File: src/udc_regs.svh
// Operation
// - Count changes only while clear and preset-load are both low; here clear also forces it to zero and load copies the preset in.
// - A rising edge on count-up adds one when counting is allowed.
// - A rising edge on count-down subtracts one when counting is allowed.
// - Count equal to preset raises upper flag and blocks count-up.
// - Count equal to zero raises zero flag and blocks count-down.
// - While clear is high, counting stops and count is forced to zero.
// - While preset-load is high, counting stops and preset is copied in.
// - One preset value is both the upper limit and the load value.
`ifndef UDC_REGS_SVH
`define UDC_REGS_SVH

// Register byte offsets
`define UDC_CTRL_OFS 8'h00
`define UDC_PRESET_OFS 8'h04
`define UDC_COUNT_OFS 8'h08
`define UDC_FLAGS_OFS 8'h0c
`define UDC_IRQ_STAT_OFS 8'h10
`define UDC_IRQ_MASK_OFS 8'h14

// Control register bit positions
`define UDC_CTRL_UP_BIT 0
`define UDC_CTRL_DOWN_BIT 1
`define UDC_CTRL_CLEAR_BIT 2
`define UDC_CTRL_LOAD_BIT 3

// Flag and interrupt bit positions
`define UDC_FLAG_UPPER_BIT 0
`define UDC_FLAG_ZERO_BIT 1

// Reset values
`define UDC_CTRL_RST 4'h0
`define UDC_FLAGS_RST 2'h0
`define UDC_MASK_RST 2'h0
`define UDC_ZERO_FLAG_RST 1'h1
`define UDC_FLAGS_INIT 2'h3

`endif

File: src/udc_pkg.sv
package udc_pkg;

    // Control inputs as written by software
    typedef struct packed {
        logic load;
        logic clear;
        logic down;
        logic up;
    } udc_ctrl_t;

    // Limit flags, also the layout of interrupt status and mask
    typedef struct packed {
        logic zero;
        logic upper;
    } udc_flags_t;

endpackage

File: src/udc_counter.sv
// Local design decisions: the Wishbone interface to the registers and the placing of the registers.
`include "udc_regs.svh"

module udc_counter
    import udc_pkg::*;
#(
    parameter int WIDTH = 16,
    parameter int ADR_WIDTH = 8
) (
    input wire logic clk_i,
    input wire logic rst_i,
    input wire logic wb_cyc_i,
    input wire logic wb_stb_i,
    input wire logic wb_we_i,
    input wire logic [ADR_WIDTH-1:0] wb_adr_i,
    input wire logic [3:0] wb_sel_i,
    input wire logic [31:0] wb_dat_i,
    output logic [31:0] wb_dat_o,
    output logic wb_ack_o,
    output logic [WIDTH-1:0] count_value_o,
    output logic upper_limit_flag_o,
    output logic zero_flag_o,
    output logic irq_o
);

    // Byte-lane merge of a write into an old word
    function automatic logic [31:0] udc_merge(input logic [31:0] old_w,
                                              input logic [31:0] new_w,
                                              input logic [3:0] sel);
        logic [31:0] res;
        res = old_w;
        for (int b = 0; b < 4; b++) begin
            if (sel[b]) begin
                res[b*8 +: 8] = new_w[b*8 +: 8];
            end
        end
        return res;
    endfunction

    // Bus access state
    logic req;
    logic wr_take;
    logic rd_take;
    assign req = wb_cyc_i && wb_stb_i;
    assign wr_take = req && wb_we_i && wb_ack_o;
    assign rd_take = req && !wb_we_i && wb_ack_o;

    logic [ADR_WIDTH-1:0] ofs_ctrl;
    logic [ADR_WIDTH-1:0] ofs_preset;
    logic [ADR_WIDTH-1:0] ofs_count;
    logic [ADR_WIDTH-1:0] ofs_flags;
    logic [ADR_WIDTH-1:0] ofs_istat;
    logic [ADR_WIDTH-1:0] ofs_imask;
    assign ofs_ctrl = ADR_WIDTH'(`UDC_CTRL_OFS);
    assign ofs_preset = ADR_WIDTH'(`UDC_PRESET_OFS);
    assign ofs_count = ADR_WIDTH'(`UDC_COUNT_OFS);
    assign ofs_flags = ADR_WIDTH'(`UDC_FLAGS_OFS);
    assign ofs_istat = ADR_WIDTH'(`UDC_IRQ_STAT_OFS);
    assign ofs_imask = ADR_WIDTH'(`UDC_IRQ_MASK_OFS);

    // Registers
    udc_ctrl_t ctrl;
    udc_ctrl_t ctrl_prev;
    logic signed [WIDTH-1:0] preset;
    logic signed [WIDTH-1:0] count;
    logic signed [WIDTH-1:0] next_count;
    logic signed [WIDTH-1:0] next_preset;
    udc_flags_t flags;
    udc_flags_t next_flags;
    udc_flags_t irq_stat;
    udc_flags_t irq_mask;

    // Ack answers one cycle after the request and drops the cycle after
    always_ff @(posedge clk_i) begin
        if (rst_i) begin
            wb_ack_o <= 1'b0;
        end else begin
            wb_ack_o <= req && !wb_ack_o;
        end
    end

    // Read data, registered alongside the ack
    always_ff @(posedge clk_i) begin
        if (rst_i) begin
            wb_dat_o <= 32'h0;
        end else if (req && !wb_ack_o && !wb_we_i) begin
            wb_dat_o <= 32'h0;
            if (wb_adr_i == ofs_ctrl) begin
                wb_dat_o <= 32'(ctrl);
            end else if (wb_adr_i == ofs_preset) begin
                wb_dat_o <= 32'($unsigned(preset));
            end else if (wb_adr_i == ofs_count) begin
                wb_dat_o <= 32'($unsigned(count));
            end else if (wb_adr_i == ofs_flags) begin
                wb_dat_o <= 32'(flags);
            end else if (wb_adr_i == ofs_istat) begin
                wb_dat_o <= 32'(irq_stat);
            end else if (wb_adr_i == ofs_imask) begin
                wb_dat_o <= 32'(irq_mask);
            end
        end
    end

    // Control bits written by software stand for the block inputs
    always_ff @(posedge clk_i) begin
        if (rst_i) begin
            ctrl <= `UDC_CTRL_RST;
        end else if (wr_take && wb_adr_i == ofs_ctrl) begin
            ctrl <= udc_ctrl_t'(4'(udc_merge(32'(ctrl), wb_dat_i,
                                             wb_sel_i)));
        end
    end

    // Previous-cycle copy of the inputs for edge detection
    always_ff @(posedge clk_i) begin
        if (rst_i) begin
            ctrl_prev <= `UDC_CTRL_RST;
        end else begin
            ctrl_prev <= ctrl;
        end
    end

    // Preset write
    always_comb begin
        next_preset = preset;
        if (wr_take && wb_adr_i == ofs_preset) begin
            next_preset = WIDTH'(udc_merge(32'($unsigned(preset)), wb_dat_i,
                                           wb_sel_i));
        end
    end

    always_ff @(posedge clk_i) begin
        if (rst_i) begin
            preset <= '0;
        end else begin
            preset <= next_preset;
        end
    end

    // Edge and limit decode
    logic up_edge;
    logic down_edge;
    logic permit;
    logic at_upper;
    logic at_zero;
    logic up_ok;
    logic down_ok;
    assign up_edge = ctrl.up && !ctrl_prev.up;
    assign down_edge = ctrl.down && !ctrl_prev.down;
    assign permit = !ctrl.clear && !ctrl.load;
    assign at_upper = (count == preset);
    assign at_zero = (count == '0);
    assign up_ok = up_edge && !at_upper;
    assign down_ok = down_edge && !at_zero;

    // Next count: clear over load over counting; opposing steps cancel
    always_comb begin
        next_count = count;
        if (ctrl.clear) begin
            next_count = '0;
        end else if (ctrl.load) begin
            next_count = preset;
        end else if (permit) begin
            if (up_ok && !down_ok) begin
                next_count = WIDTH'(count + WIDTH'(1));
            end else if (down_ok && !up_ok) begin
                next_count = WIDTH'(count - WIDTH'(1));
            end
        end
    end

    always_ff @(posedge clk_i) begin
        if (rst_i) begin
            count <= '0;
        end else begin
            count <= next_count;
        end
    end

    // Flags follow the values the count and preset are taking
    always_comb begin
        next_flags.upper = (next_count == next_preset);
        next_flags.zero = (next_count == '0);
    end

    always_ff @(posedge clk_i) begin
        if (rst_i) begin
            flags <= udc_flags_t'(`UDC_FLAGS_INIT);
        end else begin
            flags <= next_flags;
        end
    end

    // Flag rising edges and a read of the status register
    udc_flags_t stat_rise;
    logic stat_read;
    assign stat_rise = udc_flags_t'(next_flags & ~flags);
    assign stat_read = rd_take && wb_adr_i == ofs_istat;

    // Sticky status on flag rising edges; a read clears only what it
    // reported, so an event landing during the read is kept; set wins
    always_ff @(posedge clk_i) begin
        if (rst_i) begin
            irq_stat <= `UDC_FLAGS_RST;
        end else begin
            for (int i = 0; i < $bits(udc_flags_t); i++) begin
                if (stat_rise[i]) begin
                    irq_stat[i] <= 1'b1;
                end else if (stat_read && wb_dat_o[i]) begin
                    irq_stat[i] <= 1'b0;
                end
            end
        end
    end

    // Interrupt mask
    always_ff @(posedge clk_i) begin
        if (rst_i) begin
            irq_mask <= `UDC_MASK_RST;
        end else if (wr_take && wb_adr_i == ofs_imask) begin
            irq_mask <= udc_flags_t'(2'(udc_merge(32'(irq_mask), wb_dat_i,
                                                  wb_sel_i)));
        end
    end

    // Outputs
    assign count_value_o = count;
    assign upper_limit_flag_o = flags.upper;
    assign zero_flag_o = flags.zero;
    assign irq_o = |(irq_stat & irq_mask);
endmodule

File: config.mk
export PLATFORM = sky130hd
export DESIGN_NAME = udc_counter
export DESIGN_NICKNAME = d
export VERILOG_FILES = /design/src/udc_pkg.sv /design/src/udc_counter.sv
export VERILOG_INCLUDE_DIRS = /design/src
export SDC_FILE = /design/constraint.sdc
export NUM_CORES = 1
export LEC_CHECK = 0
export BUFFER_PORTS_ARGS = -buffer_cell sky130_fd_sc_hd__buf_2
export CAP_MARGIN = 20
export CORE_UTILIZATION = 45
export CTS_CLUSTER_DIAMETER = 120
export CTS_CLUSTER_SIZE = 25
export DETAILED_ROUTE_END_ITERATION = 10
export HOLD_SLACK_MARGIN = 0.12
export MAX_ROUTING_LAYER = met4
export PLACE_DENSITY_LB_ADDON = 0.2
export SETUP_SLACK_MARGIN = 0.02
export SLEW_MARGIN = 30
export SYNTH_ARGS = -nofsm -noshare
export SYNTH_HDL_FRONTEND = slang
export SYNTH_SLANG_ARGS = --single-unit
File: constraint.sdc
create_clock -name clk_i -period 3.1 [get_ports clk_i]
set_clock_uncertainty 0.1 [all_clocks]
set_input_delay 0.155 -clock clk_i [delete_from_list [all_inputs] [get_ports clk_i]]
set_output_delay 0.155 -clock clk_i [all_outputs]
set_load 0.02 [all_outputs]
==> results of run 1 <==
-- synthesized netlist by cell type, types with 5 or more instances --
cell type,n
buf_2,5
nor3_1,19
xor2_1,22
a211oi_1,15
o22ai_1,5
mux2i_1,25
dfxtp_1,61
o21ai_0,21
inv_1,13
nand2b_1,11
nor2_1,86
clkbuf_1,48
nand3_1,23
nor4_1,16
a21oi_1,29
or2_2,9
nor3b_1,5
a22oi_1,13
a31oi_1,6
nor4b_1,6
or3_1,10
a21boi_0,7
nand2_1,55
nor2b_1,12
buf_4,16
nand4_1,18
and4_1,8
-- critical path: cells and delay by family (launching register included) --
family	cells	cell delay, ns
buffers and inverters	5	0.80
xor gates and xnor gates	1	0.12
muxes	1	0.30
DFF	1	0.44
and+or+nand+nor	4	0.93
AOI/OAI and AO/OA	3	0.51
-- where the power goes --
group	leakage [nW]	switching [mW]	internal [mW]
registers	0.500	0.00429	0.788
logic	2.63	0.0922	0.0594
clock network	0.0964	0.349	0.391
total	3.22	0.445	1.24
-- area by class of cell --
cell class	instances	area share
Clock buffer	12	0.0199
Clock inverter	4	0.00652
Tap cell	140	0.0240
Sequential cell	61	0.171
Inverter	13	0.00738
Multi-Input combinational cell	542	0.525
Timing Repair Buffer	246	0.246
-- cells by family (layout without fill, tap and decap cells) --
group,Yosys count,after routing,share of synthesized area
simple gates,305,305,0.321
compound gates,161,161,0.231
buf+inv,86,275,0.0793
flops,61,61,0.244
mux,31,31,0.0703
xor+xnor,26,26,0.0455
fa+ha+maj,3,3,0.00750
other cells,1,16,0.000750
-- sequential cells by signal (all words and copies together), names as in the netlist, 2 cells and up --
signal	cells
irq_stat	2
irq_mask	2
ctrl	4
count_value_o	16
ctrl_prev	2
preset	16
wb_dat_o	16
-- per-layer routing --
metal / part of all wire / GRT usage
met2: 0.45 / 0.574
met3: 0.095 / 0.0636
met5: 0 / -
met1: 0.41 / 0.505
met4: 0.043 / 0.175
-- worst max-delay path by stage --
stage	endpoint	start
final	irq_stat[1]	count_value_o[7]
after global routing	irq_stat[0]	count_value_o[1]
after CTS	irq_stat[0]	count_value_o[0]
after detailed placement	irq_stat[0]	wb_adr_i[1]
after global placement	irq_stat[0]	wb_adr_i[1]
after floorplan	irq_stat[1]	count_value_o[0]
-- repair_timing --
action,in CTS,in global routing
endpoints found under the hold margin,33,0
pin swaps,17,27
gates resized for setup,25,45
endpoints found under the setup margin,4,4
buffers inserted,6,10
hold buffers,16,0
==> run_summary.xml, run 1 <==
<?xml version="1.0" encoding="UTF-8"?>
<metrics>
  <group name="status">
    <metric name="status" unit="">complete, but fails checks</metric>
    <metric name="failed_checks" unit="">setup timing</metric>
  </group>
  <group name="setup_path">
    <metric name="worst_r2r_endpoint" unit="">irq_stat[1]</metric>
    <metric name="setup.worst_path.end_class" unit="">flip-flop</metric>
    <metric name="worst_path_most_repeated_cell" unit="">buf_4</metric>
    <metric name="critical_path_peak_fanout" unit="">8</metric>
    <metric name="path_class" unit="">reg -&gt; reg</metric>
    <metric name="worstSetupStartpointType" unit="">flip-flop</metric>
    <metric name="timing.critical_path.arrival" unit="ns">3.45</metric>
    <metric name="worstRegToRegCells" unit="">14</metric>
    <metric name="critPathRequiredTime" unit="ns">3.32</metric>
    <metric name="critPathSlowestCell" unit="">dfxtp_1</metric>
    <metric name="critical_path.cell_chain" unit="">xor2_1 -&gt; nor4_2 -&gt; nand4_1 -&gt; buf_6 -&gt; buf_8 -&gt; buf_4 -&gt; a211o_1 -&gt; o21ai_2 -&gt; mux2i_2 -&gt; buf_4 -&gt; nand4_1 -&gt; nor4b_2 -&gt; buf_4 -&gt; a31o_4</metric>
    <metric name="critical-path-max-stage-delay" unit="ns">0.44</metric>
    <metric name="r2r_slack" unit="ns">-0.13</metric>
    <metric name="crit-reg2reg-launch" unit="">count_value_o[7]</metric>
  </group>
  <group name="clock_tree">
    <metric name="tritoncts_clock_tree" unit="">done</metric>
    <metric name="cts_h_tree_depth" unit="">3</metric>
    <metric name="clockBufferDepth" unit="">2</metric>
    <metric name="clock_insertion_delay_worst_skew" unit="ns">0.37</metric>
    <metric name="path_clk_slew" unit="ns">0.08</metric>
    <metric name="cts.sink_count" unit="">61</metric>
    <metric name="clk_root_buffer_cell" unit="">clkbuf_8</metric>
    <metric name="cts_buffers" unit="">9</metric>
  </group>
  <group name="placed_design">
    <metric name="dpl_cell_area" unit="um^2">6440</metric>
    <metric name="place_inst" unit="">970</metric>
    <metric name="place_hpwl" unit="mm">16.2</metric>
    <metric name="placement.io_buffers" unit="">66</metric>
    <metric name="dpl_worst_slack" unit="ns">-0.299</metric>
    <metric name="gp_congestion" unit="">1.04</metric>
  </group>
  <group name="drt">
    <metric name="route.antenna.remaining_nets" unit="">0</metric>
    <metric name="drt_iter0_markers" unit="">704</metric>
    <metric name="drt_wl_total" unit="mm">21.7</metric>
    <metric name="vias" unit="">6263</metric>
    <metric name="via_per_inst" unit="">6.15</metric>
    <metric name="drt-pass1-iter-count" unit="">5</metric>
    <metric name="routedWlPerCell" unit="um">21.3</metric>
    <metric name="detail_route.drc_violations" unit="">0</metric>
  </group>
  <group name="layout">
    <metric name="ff_latch_area" unit="um^2">1250</metric>
    <metric name="final_design_area_no_fill" unit="um^2">7290</metric>
    <metric name="nets" unit="">925</metric>
    <metric name="final_core_utilization" unit="">0.673</metric>
    <metric name="layout-area-overhead-vs-synth" unit="%">45.8</metric>
    <metric name="layout-drive-gt1-share" unit="">0.383</metric>
    <metric name="nFillCells" unit="">912</metric>
    <metric name="antenna-diode-count" unit="">0</metric>
    <metric name="commonest_cells_after_routing_fill_and_taps_aside" unit="">buf_4 (154), nor2_1 (86), buf_2 (66)</metric>
    <metric name="multiInputGateArea" unit="um^2">3830</metric>
    <metric name="leading_cell_type_in_the_layout_fill_and_taps_excluded" unit="">buf_4</metric>
    <metric name="stdcell_count" unit="">1018</metric>
  </group>
  <group name="power_and_ir_drop">
    <metric name="design_power_total" unit="mW">1.68</metric>
    <metric name="power_density" unit="nW/um^2">231</metric>
    <metric name="power.ir.vdd_worst" unit="V">0.000180</metric>
    <metric name="leakage" unit="nW">3.22</metric>
  </group>
  <group name="timing">
    <metric name="final-max-slew-violation-count" unit="">0</metric>
    <metric name="layout_min_cycle_time" unit="ns">3.23</metric>
    <metric name="hold_slack" unit="ns">0.169</metric>
    <metric name="tightest_slew" unit="ns">0.852</metric>
    <metric name="final.period_utilization" unit="">1.04</metric>
    <metric name="rsz0062_at_grt" unit="">yes</metric>
    <metric name="hold_viol_final" unit="">0</metric>
    <metric name="fin_setup_tns" unit="ns">-0.437</metric>
    <metric name="setup_viol" unit="">4</metric>
    <metric name="timing.max_slew.rel_slack" unit="">0.431</metric>
    <metric name="maximum_achievable_frequency" unit="MHz">309</metric>
    <metric name="final.setup.worst_slack" unit="ns">-0.135</metric>
  </group>
  <group name="synthesis">
    <metric name="postSynthRegisterBits" unit="">61</metric>
    <metric name="async_flop_share" unit="">0</metric>
    <metric name="syn-mean-instance-area" unit="um^2">7.42</metric>
    <metric name="yosys_most_used_dff" unit="">dfxtp_1</metric>
    <metric name="post_synth_design_cell_area" unit="um^2">5000</metric>
    <metric name="yosysTopAreaCell" unit="">dfxtp_1</metric>
    <metric name="synth.top_cell.area_share" unit="">0.244</metric>
    <metric name="synth.lib_cells_used.distinct" unit="">81</metric>
    <metric name="number_of_instances_in_the_synthesized_netlist" unit="">674</metric>
    <metric name="synth_enable_flop_cells" unit="">0</metric>
    <metric name="synth_top_area_cells" unit="">dfxtp_1 (24%), nor2_1 (6.5%), mux2i_1 (5.0%)</metric>
    <metric name="yosysSeqAreaShare" unit="">0.244</metric>
    <metric name="yosys_warnings" unit="">0</metric>
  </group>
  <group name="floorplanning">
    <metric name="die_x" unit="um">107</metric>
    <metric name="die_area" unit="um^2">11500</metric>
    <metric name="num_io_pins" unit="">101</metric>
    <metric name="floorplan.core_area" unit="um^2">10800</metric>
    <metric name="die_y" unit="um">107</metric>
    <metric name="floorplan.initialDensity" unit="">0.461</metric>
    <metric name="fp-row-count" unit="">38</metric>
  </group>
  <group name="hold_path">
    <metric name="worstHoldEndpoint" unit="">preset[8]</metric>
    <metric name="hold_start" unit="">wb_dat_i[8]</metric>
    <metric name="whs_path_depth" unit="">4</metric>
    <metric name="hold_path_class" unit="">in -&gt; reg</metric>
  </group>
  <group name="global_route">
    <metric name="global_route.usage.total" unit="">0.384</metric>
    <metric name="grt_remaining_overflow" unit="">0</metric>
    <metric name="first_global_vias" unit="">5563</metric>
    <metric name="first_pass_grt_wire_length" unit="mm">31.8</metric>
    <metric name="antenna_found_initial" unit="">0</metric>
    <metric name="grt_max_degree" unit="">40</metric>
  </group>
  <group name="job">
    <metric name="maxCapViolations" unit="">0</metric>
  </group>
</metrics>
No activity file was read; power rests on OpenSTA's default activity.
==> run 2, diff against run 1 <==
==> constraint.sdc (replaced) <==
create_clock -name clk_i -period 4.15 [get_ports clk_i]
set_clock_uncertainty 0.1 [all_clocks]
set_input_delay 0.2075 -clock clk_i [delete_from_list [all_inputs] [get_ports clk_i]]
set_output_delay 0.2075 -clock clk_i [all_outputs]
set_load 0.02 [all_outputs]
==> run_summary.xml, run 2 (synthesis results as in run 1) <==
<?xml version="1.0" encoding="UTF-8"?>
<metrics>
  <group name="status">
    <metric name="status" unit="">finished clean</metric>
  </group>
  <group name="clock_tree">
    <metric name="clk_root_buffer_cell" unit="">clkbuf_8</metric>
    <metric name="clock_insertion_delay_worst_skew" unit="ns">0.38</metric>
    <metric name="cts.sink_count" unit="">61</metric>
    <metric name="tritoncts_clock_tree" unit="">done</metric>
    <metric name="cts_buffers" unit="">9</metric>
    <metric name="path_clk_slew" unit="ns">0.07</metric>
    <metric name="clockBufferDepth" unit="">2</metric>
    <metric name="cts_h_tree_depth" unit="">3</metric>
  </group>
  <group name="layout">
    <metric name="commonest_cells_after_routing_fill_and_taps_aside" unit="">nor2_1 (86), buf_4 (66), buf_2 (65)</metric>
    <metric name="layout-drive-gt1-share" unit="">0.225</metric>
    <metric name="layout-area-overhead-vs-synth" unit="%">21.9</metric>
    <metric name="nets" unit="">825</metric>
    <metric name="antenna-diode-count" unit="">0</metric>
    <metric name="stdcell_count" unit="">918</metric>
    <metric name="final_design_area_no_fill" unit="um^2">6100</metric>
    <metric name="nFillCells" unit="">1047</metric>
    <metric name="leading_cell_type_in_the_layout_fill_and_taps_excluded" unit="">nor2_1</metric>
  </group>
  <group name="timing">
    <metric name="setup_viol" unit="">0</metric>
    <metric name="timing.max_slew.rel_slack" unit="">0.575</metric>
    <metric name="rsz0062_at_grt" unit="">no</metric>
    <metric name="final.period_utilization" unit="">0.919</metric>
    <metric name="final-max-slew-violation-count" unit="">0</metric>
    <metric name="maximum_achievable_frequency" unit="MHz">262</metric>
    <metric name="layout_min_cycle_time" unit="ns">3.81</metric>
    <metric name="tightest_slew" unit="ns">0.634</metric>
    <metric name="hold_viol_final" unit="">0</metric>
    <metric name="fin_setup_tns" unit="ns">0</metric>
  </group>
  <group name="drt">
    <metric name="via_per_inst" unit="">6.13</metric>
    <metric name="topRoutingLayerUsed" unit="">met4</metric>
    <metric name="vias" unit="">5626</metric>
    <metric name="drt_iter0_markers" unit="">589</metric>
    <metric name="detailroute.wirelength.met2" unit="mm">8.46</metric>
    <metric name="drt_wl_total" unit="mm">19.6</metric>
    <metric name="wl_met1" unit="mm">8.84</metric>
    <metric name="drt-pass1-iter-count" unit="">6</metric>
    <metric name="routedWlPerCell" unit="um">21.4</metric>
    <metric name="wl_met3" unit="mm">1.70</metric>
    <metric name="detail_route.drc_violations" unit="">0</metric>
    <metric name="route.antenna.remaining_nets" unit="">0</metric>
  </group>
  <group name="placed_design">
    <metric name="placement.io_buffers" unit="">66</metric>
    <metric name="gp_congestion" unit="">0.976</metric>
    <metric name="place_hpwl" unit="mm">14.8</metric>
    <metric name="dpl_cell_area" unit="um^2">5710</metric>
    <metric name="place_inst" unit="">887</metric>
  </group>
  <group name="setup_path">
    <metric name="timing.critical_path.arrival" unit="ns">3.99</metric>
    <metric name="r2r_slack" unit="ns">0.34</metric>
    <metric name="critical_path_peak_fanout" unit="">6</metric>
    <metric name="critPathRequiredTime" unit="ns">4.33</metric>
    <metric name="worstSetupStartpointType" unit="">flip-flop</metric>
    <metric name="setup.worst_path.end_class" unit="">flip-flop</metric>
    <metric name="worstRegToRegCells" unit="">13</metric>
    <metric name="path_class" unit="">reg -&gt; reg</metric>
  </group>
  <group name="job">
    <metric name="maxCapViolations" unit="">0</metric>
  </group>
  <group name="power_and_ir_drop">
    <metric name="clockPowerShare" unit="">0.477</metric>
    <metric name="power.ir.vdd_worst" unit="V">0.000191</metric>
    <metric name="comb_power_share" unit="">0.079</metric>
    <metric name="power_density" unit="nW/um^2">220</metric>
    <metric name="leakage" unit="nW">2.66</metric>
    <metric name="switchingPower" unit="mW">0.338</metric>
    <metric name="p_int" unit="mW">1.00</metric>
    <metric name="sequentialPowerShare" unit="">0.445</metric>
    <metric name="power_switching_share" unit="">0.253</metric>
  </group>
  <group name="floorplanning">
    <metric name="die_y" unit="um">107</metric>
    <metric name="die_x" unit="um">107</metric>
    <metric name="fp-row-count" unit="">38</metric>
    <metric name="die_area" unit="um^2">11500</metric>
    <metric name="floorplan.core_area" unit="um^2">10800</metric>
    <metric name="num_io_pins" unit="">101</metric>
    <metric name="floorplan.initialDensity" unit="">0.461</metric>
  </group>
  <group name="global_route">
    <metric name="first_pass_grt_wire_length" unit="mm">29.5</metric>
    <metric name="first_global_vias" unit="">5148</metric>
    <metric name="grt_max_degree" unit="">55</metric>
    <metric name="antenna_found_initial" unit="">0</metric>
    <metric name="grt_remaining_overflow" unit="">0</metric>
    <metric name="global_route.usage.total" unit="">0.353</metric>
  </group>
  <group name="hold_path">
    <metric name="hold_path_class" unit="">in -&gt; reg</metric>
    <metric name="whs_path_depth" unit="">4</metric>
  </group>
</metrics>
-- run 2: final cells by class --
class	count	area, um^2	share of cell area
well taps	140	175	0.0287
repair buffers	146	971	0.159
multi-input cells	542	3450	0.567
inverters	13	48.8	0.00800
clock inverters	4	70.1	0.0115
clock buffers	12	155	0.0255
flip-flops and latches	61	1220	0.200
-- run 2: repair_timing --
action                                 4_1_cts  5_1_grt
buffers inserted                             0        0
resized for setup                            0        1
setup endpoints to repair                    0        2
hold buffers                                15        0
endpoints found under the hold margin       16        0
-- run 2: worst paths after layout --
path / start / to
max: count_value_o[1] / irq_stat[0]
min: wb_dat_i[14] / preset[14]
max reg2reg: count_value_o[1] / irq_stat[0]
min reg2reg: wb_dat_o[9] / wb_dat_o[9]
-- run 2: stage by stage --
stage	setup slack (ns)	util	total power, mW	hold WS (ns)
after floorplan	0.749	-	0.675	0.244
after global placement	0.270	0.527	0.699	0.371
after detailed placement	0.307	0.527	0.702	0.389
after CTS	0.260	0.561	1.34	0.122
after global routing	0.0565	0.562	1.37	0.161
final	0.337	0.562	1.34	0.139
-- run 2: power groups by stage --
| stage | registers, mW | logic, mW | clock network (mW) |
|---|---|---|---|
| after floorplan | 0.616 | 0.0584 | 0 |
| after global placement | 0.608 | 0.0909 | 0 |
| after detailed placement | 0.609 | 0.0933 | 0 |
| after CTS | 0.595 | 0.104 | 0.640 |
| after global routing | 0.596 | 0.114 | 0.662 |
| final | 0.595 | 0.106 | 0.638 |
-- run 2: metal layers --
layer / GRT usage / vias up
li1: - / 2667
met1: 0.474 / 2610
met2: 0.516 / 311
met3: 0.0684 / 38
met4: 0.151 / 0
met5: - / -
-- run 2: critical path: stages (launching register included) --
cell      delay [ns]
dfxtp_1         0.38
inv_1           0.17
ha_1            0.26
nor4b_1         0.40
nand4_1         0.27
buf_4           0.23
a21oi_1         0.25
o211ai_1        0.15
a32oi_1         0.42
xnor2_1         0.17
a31oi_1         0.17
a311oi_1        0.26
nand3_1         0.17
o41ai_2         0.32
